--- config.mk ---
export PLATFORM = sky130hd
export DESIGN_NAME = nvsc_ctrl
export DESIGN_NICKNAME = d
export VERILOG_FILES = /design/src/hdl/nvsc_pkg.sv /design/src/hdl/nvsc_ctrl.sv /design/src/hdl/nvsc_timer.sv
export SDC_FILE = /design/constraint.sdc
export NUM_CORES = 1
export LEC_CHECK = 0
export BUFFER_PORTS_ARGS = -buffer_cell sky130_fd_sc_hd__clkbuf_2
export CAP_MARGIN = 20
export CORE_UTILIZATION = 35
export CTS_BUF_LIST = sky130_fd_sc_hd__clkbuf_16
export CTS_CLUSTER_SIZE = 10
export DETAILED_ROUTE_END_ITERATION = 10
export PLACE_DENSITY = 0.65
export REMOVE_ABC_BUFFERS = 1
export SLEW_MARGIN = 20
export SYNTH_ARGS = -nofsm -noshare
export SYNTH_HDL_FRONTEND = slang
export SYNTH_SLANG_ARGS = --single-unit
--- constraint.sdc ---
create_clock -name sys_clk -period 4.2 [get_ports sys_clk]
set_input_delay 0.42 -clock sys_clk [delete_from_list [all_inputs] [get_ports sys_clk]]
set_output_delay 0.42 -clock sys_clk [all_outputs]
set_load 0.05 [all_outputs]
--- src/hdl/nvsc_pkg.sv ---
package nvsc_pkg;

  localparam int unsigned NVSC_ADDR_W = 11;
  localparam int unsigned NVSC_DATA_W = 8;
  localparam int unsigned NVSC_CNT_W = 18;

  localparam int unsigned NVSC_CLK_PERIOD_NS = 40;
  localparam int unsigned NVSC_SETUP_NS = 5;
  localparam int unsigned NVSC_INIT_NS = 25;
  localparam int unsigned NVSC_STORE_MS = 10;
  localparam int unsigned NVSC_RECALL_US = 20;
  localparam int unsigned NVSC_POWERUP_US = 650;
  localparam int unsigned NVSC_ACCESS_NS = 45;
  localparam int unsigned NVSC_WPULSE_NS = 35;
  localparam int unsigned NVSC_SYNC_STAGES = 2;

  // Minimum times, rounded up to whole cycles; the access count also adds the synchroniser stages
  localparam int unsigned NVSC_INIT_CYC =
    (NVSC_INIT_NS + NVSC_CLK_PERIOD_NS - 1) / NVSC_CLK_PERIOD_NS;
  localparam int unsigned NVSC_SETUP_CYC =
    (NVSC_SETUP_NS + NVSC_CLK_PERIOD_NS - 1) / NVSC_CLK_PERIOD_NS;
  localparam int unsigned NVSC_STORE_CYC =
    (NVSC_STORE_MS * 1000000 + NVSC_CLK_PERIOD_NS - 1) / NVSC_CLK_PERIOD_NS;
  localparam int unsigned NVSC_RECALL_CYC =
    (NVSC_RECALL_US * 1000 + NVSC_CLK_PERIOD_NS - 1) / NVSC_CLK_PERIOD_NS;
  localparam int unsigned NVSC_POWERUP_CYC =
    (NVSC_POWERUP_US * 1000 + NVSC_CLK_PERIOD_NS - 1) / NVSC_CLK_PERIOD_NS;
  localparam int unsigned NVSC_ACCESS_CYC =
    (NVSC_ACCESS_NS + NVSC_CLK_PERIOD_NS - 1) / NVSC_CLK_PERIOD_NS + NVSC_SYNC_STAGES;
  localparam int unsigned NVSC_WPULSE_CYC =
    (NVSC_WPULSE_NS + NVSC_CLK_PERIOD_NS - 1) / NVSC_CLK_PERIOD_NS;

  typedef enum logic [1:0] {
    NVSC_CMD_READ,
    NVSC_CMD_WRITE,
    NVSC_CMD_STORE,
    NVSC_CMD_RECALL
  } nvsc_cmd_t;

  // Control pins of the memory, all active low
  typedef struct packed {
    logic chip_en_n;
    logic write_en_n;
    logic out_en_n;
    logic nv_request_low;
  } nvsc_pins_t;

  localparam nvsc_pins_t NVSC_PINS_IDLE = 4'hf;

  typedef struct packed {
    nvsc_cmd_t cmd;
    logic [NVSC_ADDR_W-1:0] addr;
    logic [NVSC_DATA_W-1:0] wdata;
  } nvsc_req_t;

endpackage : nvsc_pkg

--- src/hdl/nvsc_ctrl.sv ---
`timescale 1ns/1ns
`default_nettype none
module nvsc_ctrl
  import nvsc_pkg::*;
#(
  parameter int unsigned STORE_CYCLES = NVSC_STORE_CYC,
  parameter int unsigned POWERUP_CYCLES = NVSC_POWERUP_CYC
) (
  // Clocking
  input wire logic sys_clk,
  input wire logic sys_rst,
  input wire logic clk_en,
  // Request side
  input wire logic req_valid,
  input wire nvsc_req_t req,
  output logic req_ready,
  output logic rsp_valid,
  output logic rsp_err,
  output logic [NVSC_DATA_W-1:0] rsp_rdata,
  // Supply monitor, asynchronous
  input wire logic supply_ok,
  // Memory pins
  output nvsc_pins_t pins,
  output logic [NVSC_ADDR_W-1:0] mem_addr,
  input wire logic [NVSC_DATA_W-1:0] dq_in,
  output logic [NVSC_DATA_W-1:0] dq_out,
  output logic dq_oe
);

  typedef enum logic [3:0] {
    ST_PWRUP, ST_IDLE, ST_ST_OE, ST_ST_NV, ST_ST_INIT, ST_ST_REL, ST_ST_WAIT,
    ST_RC_SET, ST_RC_INIT, ST_RC_REL, ST_RC_WAIT, ST_RD_ACC, ST_WR_SET,
    ST_WR_PULSE, ST_WR_HOLD, ST_REC
  } nvsc_state_t;

  nvsc_state_t state_r, state_nxt;
  nvsc_pins_t pins_nxt;
  logic tmr_load, tmr_zero;
  logic [NVSC_CNT_W-1:0] tmr_val;
  logic [NVSC_DATA_W-1:0] dq_s1_r, dq_s2_r;
  logic sup_s1_r, sup_s2_r;
  logic accept;
  logic pwr_arm_r;

  nvsc_timer #(.CNT_W(NVSC_CNT_W)) u_timer (
    .sys_clk(sys_clk),
    .sys_rst(sys_rst),
    .clk_en(clk_en),
    .load(tmr_load),
    .value(tmr_val),
    .zero(tmr_zero)
  );

  // Two-stage synchronisers for pin-level inputs
  always_ff @(posedge sys_clk) begin
    if (sys_rst) begin
      dq_s1_r <= '0;
      dq_s2_r <= '0;
      sup_s1_r <= 1'b0;
      sup_s2_r <= 1'b0;
    end else if (clk_en) begin
      dq_s1_r <= dq_in;
      dq_s2_r <= dq_s1_r;
      sup_s1_r <= supply_ok;
      sup_s2_r <= sup_s1_r;
    end
  end

  assign accept = req_valid && req_ready && (state_r == ST_IDLE);

  always_comb begin
    state_nxt = state_r;
    tmr_load = 1'b0;
    tmr_val = '0;
    case (state_r)
      ST_PWRUP: begin
        // Timer still reads zero here, so leaving must wait for the load
        if (pwr_arm_r) begin
          tmr_load = 1'b1;
          tmr_val = NVSC_CNT_W'(POWERUP_CYCLES - 1);
        end else if (tmr_zero) begin
          state_nxt = ST_IDLE;
        end
      end
      ST_IDLE: begin
        if (accept) begin
          case (req.cmd)
            NVSC_CMD_STORE: state_nxt = sup_s2_r ? ST_ST_OE : ST_IDLE;
            NVSC_CMD_RECALL: state_nxt = ST_RC_SET;
            NVSC_CMD_WRITE: state_nxt = ST_WR_SET;
            default: begin
              state_nxt = ST_RD_ACC;
              tmr_load = 1'b1;
              tmr_val = NVSC_CNT_W'(NVSC_ACCESS_CYC - 1);
            end
          endcase
        end
      end
      ST_ST_OE: state_nxt = ST_ST_NV;
      ST_ST_NV: begin
        state_nxt = ST_ST_INIT;
        tmr_load = 1'b1;
        tmr_val = NVSC_CNT_W'(NVSC_INIT_CYC - 1);
      end
      ST_ST_INIT: begin
        if (tmr_zero) begin
          state_nxt = ST_ST_REL;
        end
      end
      ST_ST_REL: begin
        state_nxt = ST_ST_WAIT;
        tmr_load = 1'b1;
        tmr_val = NVSC_CNT_W'(STORE_CYCLES - NVSC_INIT_CYC - 2);
      end
      ST_ST_WAIT: begin
        if (tmr_zero) begin
          state_nxt = ST_REC;
        end
      end
      ST_RC_SET: begin
        state_nxt = ST_RC_INIT;
        tmr_load = 1'b1;
        tmr_val = NVSC_CNT_W'(NVSC_INIT_CYC - 1);
      end
      ST_RC_INIT: begin
        if (tmr_zero) begin
          state_nxt = ST_RC_REL;
        end
      end
      ST_RC_REL: begin
        state_nxt = ST_RC_WAIT;
        tmr_load = 1'b1;
        tmr_val = NVSC_CNT_W'(NVSC_RECALL_CYC - NVSC_INIT_CYC - 2);
      end
      ST_RC_WAIT: begin
        if (tmr_zero) begin
          state_nxt = ST_REC;
        end
      end
      ST_RD_ACC: begin
        if (tmr_zero) begin
          state_nxt = ST_REC;
        end
      end
      ST_WR_SET: begin
        state_nxt = ST_WR_PULSE;
        tmr_load = 1'b1;
        tmr_val = NVSC_CNT_W'(NVSC_WPULSE_CYC - 1);
      end
      ST_WR_PULSE: begin
        if (tmr_zero) begin
          state_nxt = ST_WR_HOLD;
        end
      end
      ST_WR_HOLD: state_nxt = ST_REC;
      ST_REC: state_nxt = ST_IDLE;
      default: state_nxt = ST_IDLE;
    endcase
  end

  // Pin levels follow the state being entered, so pins change on the same edge
  always_comb begin
    pins_nxt = NVSC_PINS_IDLE;
    case (state_nxt)
      ST_ST_OE: pins_nxt = '{chip_en_n: 1'b0, write_en_n: 1'b1, out_en_n: 1'b1,
                             nv_request_low: 1'b1};
      ST_ST_NV: pins_nxt = '{chip_en_n: 1'b0, write_en_n: 1'b1, out_en_n: 1'b1,
                             nv_request_low: 1'b0};
      ST_ST_INIT: pins_nxt = '{chip_en_n: 1'b0, write_en_n: 1'b0, out_en_n: 1'b1,
                               nv_request_low: 1'b0};
      ST_ST_REL: pins_nxt = '{chip_en_n: 1'b0, write_en_n: 1'b1, out_en_n: 1'b1,
                              nv_request_low: 1'b0};
      ST_RC_SET: pins_nxt = '{chip_en_n: 1'b0, write_en_n: 1'b1, out_en_n: 1'b0,
                              nv_request_low: 1'b1};
      ST_RC_INIT: pins_nxt = '{chip_en_n: 1'b0, write_en_n: 1'b1, out_en_n: 1'b0,
                               nv_request_low: 1'b0};
      // Only nv request is released to end the recall initiation
      ST_RC_REL: pins_nxt = '{chip_en_n: 1'b0, write_en_n: 1'b1, out_en_n: 1'b0,
                              nv_request_low: 1'b1};
      ST_RD_ACC: pins_nxt = '{chip_en_n: 1'b0, write_en_n: 1'b1, out_en_n: 1'b0,
                              nv_request_low: 1'b1};
      // Output enable stays high through writes to avoid bus contention
      ST_WR_SET, ST_WR_HOLD: pins_nxt = '{chip_en_n: 1'b0, write_en_n: 1'b1,
                                          out_en_n: 1'b1, nv_request_low: 1'b1};
      ST_WR_PULSE: pins_nxt = '{chip_en_n: 1'b0, write_en_n: 1'b0, out_en_n: 1'b1,
                                nv_request_low: 1'b1};
      default: pins_nxt = NVSC_PINS_IDLE;
    endcase
  end

  always_ff @(posedge sys_clk) begin
    if (sys_rst) begin
      state_r <= ST_PWRUP;
    end else if (clk_en) begin
      state_r <= state_nxt;
    end
  end

  // Power-up wait is loaded on the first enabled cycle after reset
  always_ff @(posedge sys_clk) begin
    if (sys_rst) begin
      pwr_arm_r <= 1'b1;
    end else if (clk_en) begin
      pwr_arm_r <= 1'b0;
    end
  end

  always_ff @(posedge sys_clk) begin
    if (sys_rst) begin
      pins <= NVSC_PINS_IDLE;
      mem_addr <= '0;
      dq_out <= '0;
      dq_oe <= 1'b0;
    end else if (clk_en) begin
      pins <= pins_nxt;
      if (accept) begin
        mem_addr <= req.addr;
        dq_out <= req.wdata;
      end
      // Data is driven only while writing
      dq_oe <= (state_nxt == ST_WR_SET) || (state_nxt == ST_WR_PULSE) ||
               (state_nxt == ST_WR_HOLD);
    end
  end

  always_ff @(posedge sys_clk) begin
    if (sys_rst) begin
      req_ready <= 1'b0;
      rsp_valid <= 1'b0;
      rsp_err <= 1'b0;
      rsp_rdata <= '0;
    end else if (clk_en) begin
      req_ready <= (state_nxt == ST_IDLE) && !(pwr_arm_r);
      rsp_valid <= (state_r == ST_REC) ||
                   (accept && (req.cmd == NVSC_CMD_STORE) && !sup_s2_r);
      rsp_err <= accept && (req.cmd == NVSC_CMD_STORE) && !sup_s2_r;
      if ((state_r == ST_RD_ACC) && tmr_zero) begin
        rsp_rdata <= dq_s2_r;
      end
    end
  end

  AST_STORE_PINS: assert property (@(posedge sys_clk) disable iff (sys_rst)
    (state_r == ST_ST_INIT) |-> (pins == 4'h2))
    else $error("store pin state wrong");
  AST_RECALL_PINS: assert property (@(posedge sys_clk) disable iff (sys_rst)
    (state_r == ST_RC_INIT) |-> (pins == 4'h4))
    else $error("recall pin state wrong");
  AST_NO_DQ_NV: assert property (@(posedge sys_clk) disable iff (sys_rst)
    !pins.nv_request_low |-> !dq_oe)
    else $error("data driven during nonvolatile cycle");
  AST_OE_BEFORE_NV: assert property (@(posedge sys_clk) disable iff (sys_rst)
    $fell(pins.nv_request_low) && pins.out_en_n |-> $past(pins.out_en_n)
      && !$past(pins.chip_en_n))
    else $error("output enable not high before nv request");
  AST_WE_AFTER_NV: assert property (@(posedge sys_clk) disable iff (sys_rst)
    $fell(pins.write_en_n) && !pins.nv_request_low |->
      !$past(pins.nv_request_low) && !$past(pins.chip_en_n))
    else $error("write fell before nv request setup");
  AST_RECALL_REL: assert property (@(posedge sys_clk) disable iff (sys_rst)
    (state_r == ST_RC_INIT) && (state_nxt == ST_RC_REL) && clk_en |=>
      pins.nv_request_low && pins.write_en_n && !pins.chip_en_n)
    else $error("recall not ended by nv request");
  AST_INIT_WIDTH: assert property (@(posedge sys_clk) disable iff (sys_rst)
    $fell(pins.write_en_n) && !pins.nv_request_low |-> (pins == 4'h2)
      ##1 (pins == 4'h2 || pins == 4'h6))
    else $error("store initiation too short");
  AST_IDLE_BETWEEN: assert property (@(posedge sys_clk) disable iff (sys_rst)
    (state_r == ST_REC) |-> (pins == NVSC_PINS_IDLE) && !dq_oe && !req_ready)
    else $error("pins not released between operations");
  AST_PWRUP_QUIET: assert property (@(posedge sys_clk) disable iff (sys_rst)
    (state_r == ST_PWRUP) |-> (pins == NVSC_PINS_IDLE) && !req_ready)
    else $error("access during power-up copy");
  AST_LOWV_STORE: assert property (@(posedge sys_clk) disable iff (sys_rst)
    accept && (req.cmd == NVSC_CMD_STORE) && !sup_s2_r && clk_en |=>
      (state_r == ST_IDLE) && rsp_err)
    else $error("store started on low supply");

  COV_STORE: cover property (@(posedge sys_clk) disable iff (sys_rst)
    (state_r == ST_ST_WAIT) ##1 (state_r == ST_REC));
  COV_RECALL: cover property (@(posedge sys_clk) disable iff (sys_rst)
    (state_r == ST_RC_WAIT) ##1 (state_r == ST_REC));
  COV_READ: cover property (@(posedge sys_clk) disable iff (sys_rst)
    (state_r == ST_RD_ACC) ##1 (state_r == ST_REC));
  COV_LOWV: cover property (@(posedge sys_clk) disable iff (sys_rst)
    accept && (req.cmd == NVSC_CMD_STORE) && !sup_s2_r);

endmodule : nvsc_ctrl
`default_nettype wire

--- src/hdl/nvsc_timer.sv ---
`timescale 1ns/1ns
`default_nettype none
module nvsc_timer #(
  parameter int unsigned CNT_W = 18
) (
  // Clocking
  input wire logic sys_clk,
  input wire logic sys_rst,
  input wire logic clk_en,
  // Control
  input wire logic load,
  input wire logic [CNT_W-1:0] value,
  // Status
  output logic zero
);

  logic [CNT_W-1:0] cnt_r;

  always_ff @(posedge sys_clk) begin
    if (sys_rst) begin
      cnt_r <= '0;
    end else if (clk_en) begin
      if (load) begin
        cnt_r <= value;
      end else if (cnt_r != '0) begin
        cnt_r <= cnt_r - CNT_W'(1);
      end
    end
  end

  assign zero = (cnt_r == '0);

endmodule : nvsc_timer
`default_nettype wire

==> impl_summary.log, run 1 <==
[metrics] leading cell type in the layout, fill and taps excluded: dfxtp_1
[metrics] total power of the final layout: 0.00202 W
[metrics] proportion of register bits with asynchronous set or reset after synthesis: 0%
[metrics] DIE WIDTH: 103 um
[metrics] main combinational cell family by area after synthesis: simple AND/OR/NAND/NOR gates
[metrics] pin count of the biggest net entering global routing: 52
[metrics] clock slew seen by the registers of the worst setup and hold paths: 70 ps
[metrics] final period demand of the worst path: 3000 ps
[metrics] area growth from synthesis to layout: 20.7%
[metrics] global placement routability congestion: 0.901
[metrics] Routed WL: 8890 um
[metrics] overall global routing resource usage: 17.8%
[metrics] count of endpoints failing hold in the final timing report: 0
[metrics] Leakage: 1.73 nW
[metrics] simple-gate portion of the synthesized area: 24.8%
[metrics] commonest cells after routing, fill and taps aside: dfxtp_1 (76), clkbuf_2 (68), nor2_1 (62)
[metrics] unrepaired setup endpoints after global routing: false
[metrics] number of max-cap violations: 0
[metrics] Skew-Pair Late Insertion Delay: 330 ps
[metrics] area share of xor/xnor cells in the synthesized design: 0.733%
[metrics] Non-Filler Cell Area, Final: 4320 um^2
[metrics] critical path peak fanout: 11
[metrics] mean instance size in the synthesized netlist: 7.96 um^2
[metrics] routed via count divided by cell count: 5.24
[metrics] total of buffers placed on input and output ports: 68
[metrics] internal power: 0.00139 W
[metrics] switching portion of total power: 31.3%
[metrics] Slew headroom: 47.6%
[metrics] total cell area at the placement stage: 4010 um^2
[metrics] class of the tightest hold or removal check: input port to flip-flop
[metrics] largest stage delay on the critical path: 680 ps
[metrics] area occupied by registers: 1520 um^2
[metrics] boundary pin count: 69
[metrics] endpoint required time on the critical path: 4430 ps
[metrics] number of antenna diodes: 0
[metrics] # H-tree levels: 3
[metrics] Layout Nets: 539
[metrics] clock sinks: 76
[metrics] synthesized area: 3580 um^2
[metrics] count of flip-flops with a built-in enable after synthesis: 0
[metrics] number of distinct standard cells referenced by the synthesized netlist: 55
[metrics] adder-cell share of the synthesized area: 0.349%
[metrics] largest clock skew in the final design: 11.2 ps
[metrics] total power per unit cell area: 468 nW/um^2
[metrics] Seq/Total Area, Yosys: 42.5%
[metrics] DRC: 0
[metrics] CTS tree: yes
[metrics] critical path type: flip-flop to flip-flop
[metrics] multi-input logic area: 1910 um^2
[metrics] worst-case vdd ir drop: 0.205 mV
[metrics] first-pass iteration count of the detailed router: 4
[metrics] register bit count reported by yosys: 76
[metrics] status: finished clean
[metrics] die height: 103 um
[metrics] slowest CP cell: or4_1
[metrics] fill cell count: 983
[metrics] Inserted Clock Buffers: 9
[metrics] Switching Power: 0.000634 W
[metrics] number of pins with negative max-slew slack in the final report: 0
[metrics] compound-cell area share of the yosys netlist: 19.5%
[metrics] routed vias: 3361
[metrics] Final TNS setup: 0 ps
[metrics] endpoint arrival time on the critical path: 3230 ps
[metrics] total of warnings raised by yosys: 0
[metrics] Starting Density: 36.3%
[metrics] Buf+Inv Stages, Crit Path: 0
[metrics] Comb power frac: 20.0%
[metrics] Congestion Overflow GR: 0
[metrics] placed wire-length estimate after detailed placement: 6030 um
[metrics] number of endpoints failing setup at the final stage: 0
[metrics] Clock Root Buffer: clkbuf_16
[metrics] post-cts resize count: 0
[metrics] Primary FF master, synth: dfxtp_1
[metrics] area of the die: 10600 um^2
[metrics] final critical-path share of the clock period: 71.5%
[metrics] first-pass GRT wire length: 14700 um
[metrics] maximum achievable frequency: 0.333 GHz
[metrics] initial antenna violation count: 0
[metrics] endpoint type of the worst setup path: flip-flop
[metrics] Final Util: 43.8%
[metrics] part of the total power dissipated in the clock network: 40.3%
[metrics] Bufs on Longest Clock Path: 2
[metrics] crit path cell chain: or4_1 -> or2_4 -> or2_1 -> o221a_2 -> and2_1 -> o32a_1 -> or2_2
[metrics] wire length per cell after detailed routing: 13.8 um
[metrics] drt initial violations: 170
[metrics] number of cells produced by synthesis: 450
[metrics] number of global-route vias before repair: 3113
[metrics] Flop pwr share: 39.7%
[metrics] num rows: 36
[metrics] number of buffers inserted to repair setup after CTS: 0
[metrics] placeable core area: 9860 um^2
[metrics] Largest delay share family, worst path: simple AND/OR/NAND/NOR gates
[metrics] post-synthesis mux area share: 7.82%
[metrics] transition time at the pin with the least slew margin: 779 ps
[metrics] # hold bufs at CTS: 0
[metrics] fraction of layout instances using a drive strength above 1: 20.6%
[metrics] kind of start point of the critical path: flip-flop
[metrics] final antenna-violating net count: 0
cell usage after synthesis (all sizes together), types with 2 or more instances:
master  number  area, um^2
mux2i       28         280
a31oi        5        31.3
or2         10        65.1
or3          5        31.3
nand4        2        12.5
and2         4        25.0
o31ai        2        15.0
nor4         9        77.6
nor2        62         233
nor3        15        75.1
o32a         2        20.0
o311ai       2        17.5
o21a         3        22.5
o21ai       32         164
or4          2        15.0
nand3        7        35.0
o22ai        3        18.8
dfxtp       76        1520
xnor2        2        17.5
buf          5        35.0
a22oi        5        37.5
or3b         2        17.5
nand2b       4        25.0
a21oi       42         210
nor2b        3        18.8
inv          7        26.3
nand3b       2        15.0
a211oi       3        22.5
o211ai       3        22.5
nand2       61         229
clkbuf      25        93.8
o41ai        2        17.5
registers in the layout, summed over array words and instances (netlist names), 4 cells and up:
register,cells
dq_out,8
dq_s1_r,8
dq_s2_r,8
mem_addr,11
pins,4
rsp_rdata,8
state_r,4
u_timer.cnt_r,18
routing by layer:
| metal | GRT usage [%] | up-vias | part of all wire [%] |
|---|---|---|---|
| met3 | 3.76 | 19 | 5.4 |
| met2 | 27.6 | 112 | 45 |
| met4 | 9.43 | 0 | 2.3 |
| met1 | 23.3 | 1530 | 47 |
| met5 | 0 | - | 0 |
| li1 | - | 1700 | - |
worst paths after layout:
kind	end	start	depth (start not counted)	slack, ps
worst min-delay path	mem_addr[0]	req[8]	3	300
worst max-delay path	pins[2]	u_timer.cnt_r[2]	7	1200
worst min register to register	dq_out[1]	dq_out[1]	2	460
worst max register to register	pins[2]	u_timer.cnt_r[2]	7	1200
power groups by stage:
| stage | registers [W] | logic (W) | clock network [W] |
|---|---|---|---|
| floorplan | 0.000821 | 0.000273 | 0 |
| CTS | 0.000802 | 0.000401 | 0.000842 |
| global placement | 0.000816 | 0.000397 | 0 |
| global route | 0.000810 | 0.000453 | 0.000873 |
| detailed placement | 0.000818 | 0.000397 | 0 |
| finish | 0.000803 | 0.000405 | 0.000815 |
kinds of logic after synthesis:
group | after synthesis
flops | 76
simple gates | 190
mux | 28
xor+xnor | 3
fa+ha+maj | 1
compound gates | 115
buf+inv | 37
layout make-up:
type / instances / share of cell area, %
clock buffers: 9 / 5.21
repair buffers: 73 / 8.74
clock inverters: 7 / 2.14
multi-input cells: 337 / 44.3
flip-flops and latches: 76 / 35.2
well taps: 133 / 3.85
inverters: 7 / 0.608
stage by stage:
step / setup slack (ps) / hold WS [ps] / std cells
finish: 1200 / 301 / 642
global route: 934 / 303 / 642
CTS: 1210 / 289 / 642
detailed placement: 1230 / 450 / 626
global placement: 1270 / 442 / 626
floorplan: 777 / 425 / 420
worst register-to-register path, stage by stage, from the launching register on:
cell and delay, ps:
dfxtp_1 370, or4_1 680, or2_4 320, or2_1 390, o221a_2 410, and2_1 160, o32a_1 310, or2_2 260
Power figures use the tool's default switching activity.
==> inputs of run 2 (changes only) <==
--- a/config.mk
+++ b/config.mk
@@ -11,7 +11,7 @@
 export CTS_BUF_LIST = sky130_fd_sc_hd__clkbuf_16
 export CTS_CLUSTER_SIZE = 10
 export DETAILED_ROUTE_END_ITERATION = 10
-export PLACE_DENSITY = 0.65
+export PLACE_DENSITY = 0.67
 export REMOVE_ABC_BUFFERS = 1
 export SLEW_MARGIN = 20
 export SYNTH_ARGS = -nofsm -noshare
==> constraint.sdc (replaced) <==
create_clock -name sys_clk -period 2.7 [get_ports sys_clk]
set_input_delay 0.27 -clock sys_clk [delete_from_list [all_inputs] [get_ports sys_clk]]
set_output_delay 0.27 -clock sys_clk [all_outputs]
set_load 0.05 [all_outputs]
==> run 2 against run 1 <==
- utilization increased by 2.0 points
- sequential power increased by 53%
- cell area increased by 4.6%
- highest routed layer unchanged
- critical endpoint is now pins[0]
- largest cell class unchanged
==> impl_summary.log, run 2 (synthesis gave the netlist of run 1 again) <==
[metrics] class of the tightest hold or removal check: input port to flip-flop
[metrics] worst hold margin: 146 ps (-155 ps)
[metrics] wire length per cell after detailed routing: 13.7 um (-1.1%)
[metrics] Starting Density: 36.3% (unchanged)
[metrics] Congestion Overflow GR: 0 (unchanged)
[metrics] endpoint type of the worst setup path: flip-flop
[metrics] placed wire-length estimate after detailed placement: 6360 um (+5.4%)
[metrics] Skew-Pair Late Insertion Delay: 340 ps (about the same)
[metrics] die height: 103 um (unchanged)
[metrics] largest clock skew in the final design: 7.85 ps (-3.37 ps)
[metrics] total power per unit cell area: 706 nW/um^2 (+51%)
[metrics] routed vias: 3454 (+2.8%)
[metrics] Hold Path Origin: req[11]
[metrics] Layout Nets: 564 (+4.6%)
[metrics] number of antenna diodes: 0 (unchanged)
[metrics] kind of start point of the critical path: flip-flop
[metrics] endpoint required time on the critical path: 2930 ps (-1500 ps)
[metrics] launching point of the worst reg2reg path: u_timer.cnt_r[2]
[metrics] num rows: 36 (unchanged)
[metrics] area growth from synthesis to layout: 26.3%
[metrics] initial antenna violation count: 0 (unchanged)
[metrics] total cell area at the placement stage: 4210 um^2 (+5.0%)
[metrics] final period demand of the worst path: 2590 ps (-413 ps)
[metrics] endpoint with the worst hold slack: mem_addr[3]
[metrics] leading cell type in the layout, fill and taps excluded: dfxtp_1
[metrics] Leakage: 1.85 nW (+7.2%)
[metrics] number of pins with negative max-slew slack in the final report: 0 (unchanged)
[metrics] clock slew seen by the registers of the worst setup and hold paths: 60 ps (about the same)
[metrics] number of endpoints failing setup at the final stage: 0 (unchanged)
[metrics] Regs by FF count: u_timer.cnt_r x18, mem_addr x11
[metrics] critical path peak fanout: 6 (-5)
[metrics] first-pass GRT wire length: 15300 um (+4.3%)
[metrics] Non-Filler Cell Area, Final: 4520 um^2 (+4.6%)
[metrics] transition time at the pin with the least slew margin: 837 ps (+57.6 ps)
[metrics] global placement routability congestion: 0.846 (-6.0%)
[metrics] boundary pin count: 69 (unchanged)
[metrics] DIE WIDTH: 103 um (unchanged)
[metrics] Bufs on Longest Clock Path: 2 (unchanged)
[metrics] final antenna-violating net count: 0 (unchanged)
[metrics] fraction of layout instances using a drive strength above 1: 24.7% (+4.1 points)
[metrics] routed via count divided by cell count: 5.18 (-1.1%)
[metrics] maximum achievable frequency: 0.386 GHz (+16%)
[metrics] commonest cells after routing, fill and taps aside: dfxtp_1 (76), clkbuf_2 (68), nor2_1 (61), nand2_1 (61), a21oi_1 (42)
[metrics] first-pass iteration count of the detailed router: 5 (+1)
[metrics] Routed WL: 9140 um (+2.8%)
[metrics] pin count of the biggest net entering global routing: 42 (-19%)
[metrics] DRC: 0 (unchanged)
[metrics] number of global-route vias before repair: 3287 (+5.6%)
[metrics] register-to-register setup slack: 110 ps (-1090 ps)
[metrics] CTS tree: yes
[metrics] overall global routing resource usage: 18.6% (+0.78 points)
[metrics] drt initial violations: 215 (+26%)
[metrics] placeable core area: 9860 um^2 (unchanged)
[metrics] fill cell count: 980 (-0.31%)
[metrics] Clock Root Buffer: clkbuf_16
[metrics] area of the die: 10600 um^2 (unchanged)
[metrics] Worst R2R End: pins[0]
[metrics] cell count of the worst reg-to-reg path: 8 (+1)
[metrics] endpoint arrival time on the critical path: 2810 ps (-420 ps)
[metrics] Slew headroom: 44.2% (-3.5 points)
[metrics] Final Util: 45.9% (+2.0 points)
[metrics] depth of the worst hold-timing path: 3 (unchanged)
[metrics] # H-tree levels: 3 (unchanged)
[metrics] post-cts resize count: 0 (unchanged)
[metrics] # hold bufs at CTS: 0 (unchanged)
[metrics] crit path cell chain: or4_4 -> or2_4 -> or2_1 -> o221a_4 -> buf_4 -> nor4_2 -> a31oi_1 -> a221o_1
[metrics] largest stage delay on the critical path: 560 ps (-120 ps)
[metrics] Inserted Clock Buffers: 9 (unchanged)
[metrics] slowest CP cell: or4_4
[metrics] final critical-path share of the clock period: 95.8% (+24 points)
[metrics] Final TNS setup: 0 ps (unchanged)
[metrics] status: finished clean
[metrics] worst-case vdd ir drop: 0.364 mV (+78%)
[metrics] largest reg by FF count: u_timer.cnt_r
[metrics] number of max-cap violations: 0 (unchanged)
[metrics] number of buffers inserted to repair setup after CTS: 0 (unchanged)
[metrics] Largest register FFs: 18 (unchanged)
[metrics] critical path type: flip-flop to flip-flop
[metrics] total of buffers placed on input and output ports: 68 (unchanged)
[metrics] count of endpoints failing hold in the final timing report: 0 (unchanged)
[metrics] clock sinks: 76 (unchanged)
[metrics] unrepaired setup endpoints after global routing: false
## run 2: power breakdown
| group | switching [W] | leakage, nW | internal, W | total [W] |
|---|---|---|---|---|
| registers | 0.0000462 | 0.619 | 0.00118 | 0.00123 |
| logic | 0.000438 | 1.09 | 0.000323 | 0.000761 |
| clock network | 0.000491 | 0.136 | 0.000710 | 0.00120 |
| total | 0.000975 | 1.85 | 0.00222 | 0.00319 |
## run 2: layout make-up
cell class,count,area (um^2),share of cell area (%)
clock buffer,9,225,4.98
tap,133,166,3.68
multi-input combinational,337,1940,42.8
inverter,7,26.3,0.581
clock inverter,7,68.8,1.52
sequential,76,1520,33.6
timing repair buffer,98,578,12.8
## run 2: metrics by stage
step	std cells	setup WS [ps]	power [W]
floorplan	420	-723	0.00170
global placement	651	103	0.00198
detailed placement	651	53.8	0.00199
CTS	667	38.0	0.00320
global route	667	8.48	0.00337
finish	667	112	0.00319
## run 2: metal layers
metal  GRT usage, %  vias to the layer above  routed length [um]
met3           6.12                       12                 478
met4           6.18                        0                 137
met2           30.3                       82                4280
li1               -                     1748                   -
met5              0                        -                   0
met1           23.2                     1612                4240
## run 2: worst max-delay path by stage
stage	startpoint	to	slack, ps	depth (start not counted)
floorplan	req_ready	u_timer.cnt_r[15]	-720	6
global placement	u_timer.cnt_r[2]	pins[2]	100	7
detailed placement	u_timer.cnt_r[2]	pins[0]	50	8
CTS	u_timer.cnt_r[2]	pins[0]	40	8
global route	u_timer.cnt_r[2]	pins[0]	8	7
finish	u_timer.cnt_r[2]	pins[0]	110	8
## run 2: critical path, delay by kind of cell (launching register included)
kind,cells,cell delay (ps)
flops,1,310
simple gates,4,1330
compound gates,3,690
buf+inv,1,150
==> inputs of run 3 (changes only) <==
--- a/config.mk
+++ b/config.mk
@@ -7,6 +7,7 @@
 export LEC_CHECK = 0
 export BUFFER_PORTS_ARGS = -buffer_cell sky130_fd_sc_hd__clkbuf_2
 export CAP_MARGIN = 20
+export CORE_ASPECT_RATIO = 1.5
 export CORE_UTILIZATION = 35
 export CTS_BUF_LIST = sky130_fd_sc_hd__clkbuf_16
 export CTS_CLUSTER_SIZE = 10
==> run 3 against run 2 <==
- the run now ends with design-rule violations left
- sequential cell count unchanged
- clock-buffer cell count is the same
- register-to-register slack gained 30 ps
- highest routed layer unchanged
- wire length up 2.2%
- utilization up 0.73 points
- die area barely moved
- combinational power is essentially flat
==> impl_summary.log, run 3 (synthesis gave the netlist of run 1 again) <==
[metrics] Comb power frac: 22.5% (-1.3 points)
[metrics] placed wire-length estimate after detailed placement: 6800 um (+6.9%)
[metrics] Skew-Pair Late Insertion Delay: 340 ps (about the same)
[metrics] clock sinks: 76 (unchanged)
[metrics] status: complete, but fails checks
[metrics] Largest register FFs: 18 (unchanged)
[metrics] critical path peak fanout: 5 (-1)
[metrics] fill cell count: 990 (+1.0%)
[metrics] Worst R2R End: pins[2]
[metrics] count of endpoints failing hold in the final timing report: 0 (unchanged)
[metrics] endpoint arrival time on the critical path: 2780 ps (-30 ps)
[metrics] fraction of layout instances using a drive strength above 1: 25.1% (+0.37 points)
[metrics] part of the total power dissipated in the clock network: 41.0% (+3.4 points)
[metrics] number of max-cap violations: 0 (unchanged)
[metrics] total of buffers placed on input and output ports: 68 (unchanged)
[metrics] area occupied by registers: 1520 um^2 (unchanged)
[metrics] largest clock skew in the final design: 8.62 ps (+0.775 ps)
[metrics] area growth from synthesis to layout: 27.4%
[metrics] switching portion of total power: 28.5% (-2.1 points)
[metrics] drt initial violations: 200 (-7.0%)
[metrics] routed vias: 3498 (+1.3%)
[metrics] Layout Nets: 568 (+0.71%)
[metrics] final period demand of the worst path: 2560 ps (-30.9 ps)
[metrics] cell count of the worst reg-to-reg path: 7 (-1)
[metrics] leading cell type in the layout, fill and taps excluded: dfxtp_1
[metrics] largest reg by FF count: u_timer.cnt_r
[metrics] number of endpoints failing setup at the final stage: 0 (unchanged)
[metrics] endpoint required time on the critical path: 2920 ps (about the same)
[metrics] Slew headroom: 54.2% (+10 points)
[metrics] Starting Density: 36.6% (+0.24 points)
[metrics] pin count of the biggest net entering global routing: 30 (-29%)
[metrics] Bufs on Longest Clock Path: 2 (unchanged)
[metrics] CTS tree: yes
[metrics] clock slew seen by the registers of the worst setup and hold paths: 60 ps (about the same)
[metrics] crit path cell chain: or4_4 -> or2_4 -> or2_1 -> o221a_2 -> and2_1 -> o32a_1 -> or2_2
[metrics] number of antenna diodes: 0 (unchanged)
[metrics] die height: 126 um (+22%)
[metrics] internal power: 0.00242 W (+9.1%)
[metrics] unrepaired setup endpoints after global routing: false
[metrics] multi-input logic area: 1920 um^2 (-1.0%)
[metrics] commonest cells after routing, fill and taps aside: dfxtp_1 (76), clkbuf_2 (68), nor2_1 (62)
[metrics] num rows: 44 (+22%)
[metrics] number of global-route vias before repair: 3313 (+0.79%)
[metrics] Flop pwr share: 36.5% (-2.1 points)
[metrics] wire length per cell after detailed routing: 14.3 um (+4.4%)
[metrics] DIE WIDTH: 84.6 um (-18%)
[metrics] DRC: 1 (+1)
[metrics] number of pins with negative max-slew slack in the final report: 0 (unchanged)
[metrics] initial antenna violation count: 0 (unchanged)
[metrics] worst setup path startpoint: u_timer.cnt_r[2]
[metrics] worst-case vdd ir drop: 0.510 mV (+40%)
[metrics] global placement routability congestion: 0.893 (+5.5%)
[metrics] final critical-path share of the clock period: 94.7% (-1.1 points)
[metrics] transition time at the pin with the least slew margin: 685 ps (-152 ps)
[metrics] routed via count divided by cell count: 5.36 (+3.4%)
[metrics] area of the die: 10700 um^2 (about the same)
[metrics] boundary pin count: 69 (unchanged)
[metrics] number of buffers inserted to repair setup after CTS: 0 (unchanged)
[metrics] overall global routing resource usage: 18.1% (-0.49 points)
[metrics] critical path type: flip-flop to flip-flop
[metrics] largest stage delay on the critical path: 550 ps (about the same)
[metrics] final antenna-violating net count: 0 (unchanged)
[metrics] Congestion Overflow GR: 0 (unchanged)
[metrics] maximum achievable frequency: 0.391 GHz (+1.2%)
[metrics] register-to-register setup slack: 140 ps (+30 ps)
[metrics] total power of the final layout: 0.00338 W (+5.9%)
[metrics] Clock Root Buffer: clkbuf_16
[metrics] # H-tree levels: 3 (unchanged)
[metrics] endpoint type of the worst setup path: flip-flop
[metrics] first-pass GRT wire length: 15400 um (+0.67%)
[metrics] violated checks: design-rule violations
[metrics] class of the tightest hold or removal check: input port to flip-flop
[metrics] slowest CP cell: or4_4
[metrics] Leakage: 1.89 nW (+2.0%)
[metrics] Routed WL: 9340 um (+2.2%)
[metrics] worst setup path end: pins[2]
[metrics] placeable core area: 9800 um^2 (-0.66%)
[metrics] total power per unit cell area: 740 nW/um^2 (+4.9%)
[metrics] kind of start point of the critical path: flip-flop
[metrics] launching point of the worst reg2reg path: u_timer.cnt_r[2]
[metrics] Inserted Clock Buffers: 9 (unchanged)
[metrics] first-pass iteration count of the detailed router: 10 (+5)
[metrics] Switching Power: 0.000962 W (-1.3%)
[metrics] Regs by FF count: u_timer.cnt_r x18, mem_addr x11
[metrics] worst hold margin: 154 ps (+7.85 ps)
==> run 3: power groups by stage <==
stage                     Clock, W  Combinational, W  Sequential [W]
after CTS                  0.00141          0.000749         0.00123
after floorplan                  0          0.000425         0.00128
after global routing       0.00146          0.000838         0.00124
after global placement           0          0.000741         0.00126
after detailed placement         0          0.000743         0.00126
final                      0.00139          0.000760         0.00123
==> run 3: worst max-delay path: cells and delay by family, from the launching register on <==
| family | cells | cell delay, ps |
|---|---|---|
| AOI/OAI and AO/OA | 2 | 630 |
| DFF | 1 | 310 |
| and+or+nand+nor | 5 | 1510 |
==> run 3: worst min path at each step <==
stage	start	end	slack, ps	depth (start not counted)
after floorplan	sys_rst	dq_oe	340	1
after global placement	mem_addr[10]	mem_addr[10]	440	2
after detailed placement	u_timer.cnt_r[5]	u_timer.cnt_r[5]	450	2
after CTS	req[17]	mem_addr[9]	140	3
after global routing	req[13]	mem_addr[5]	150	3
final	req[5]	dq_out[5]	150	3
==> run 3: stage by stage <==
stage	setup slack [ps]	cells	util [%]	area, um^2	TNS, ps
finish	143	653	46.6	4570	0
global route	19.6	653	46.6	4570	0
CTS	104	653	46.6	4560	0
detailed placement	120	637	43.0	4210	0
global placement	144	637	43.0	4210	0
floorplan	-723	420	-	3450	-10840
==> run 3: layer usage <==
| metal | track usage (%) | wire [um] | up-vias |
|---|---|---|---|
| met5 | 0 | 0 | - |
| met4 | 9.57 | 312 | 0 |
| met3 | 3.80 | 415 | 23 |
| met2 | 31.7 | 4720 | 88 |
| met1 | 20.5 | 3890 | 1635 |
| li1 | - | - | 1752 |
==> run 3: cell type report <==
cell class,count,area share [%]
clock buffers,9,4.93
flip-flops and latches,76,33.3
repair buffers,102,13.3
clock inverters,7,2.69
multi-input cells,337,42.0
inverters,7,0.575
well taps,115,3.15
==> run 3: timing repair <==
action / 4_1_cts / 5_1_grt
hold buffers: 0 / 0
endpoints found under the setup margin: 0 / 1
resized for setup: 0 / 1
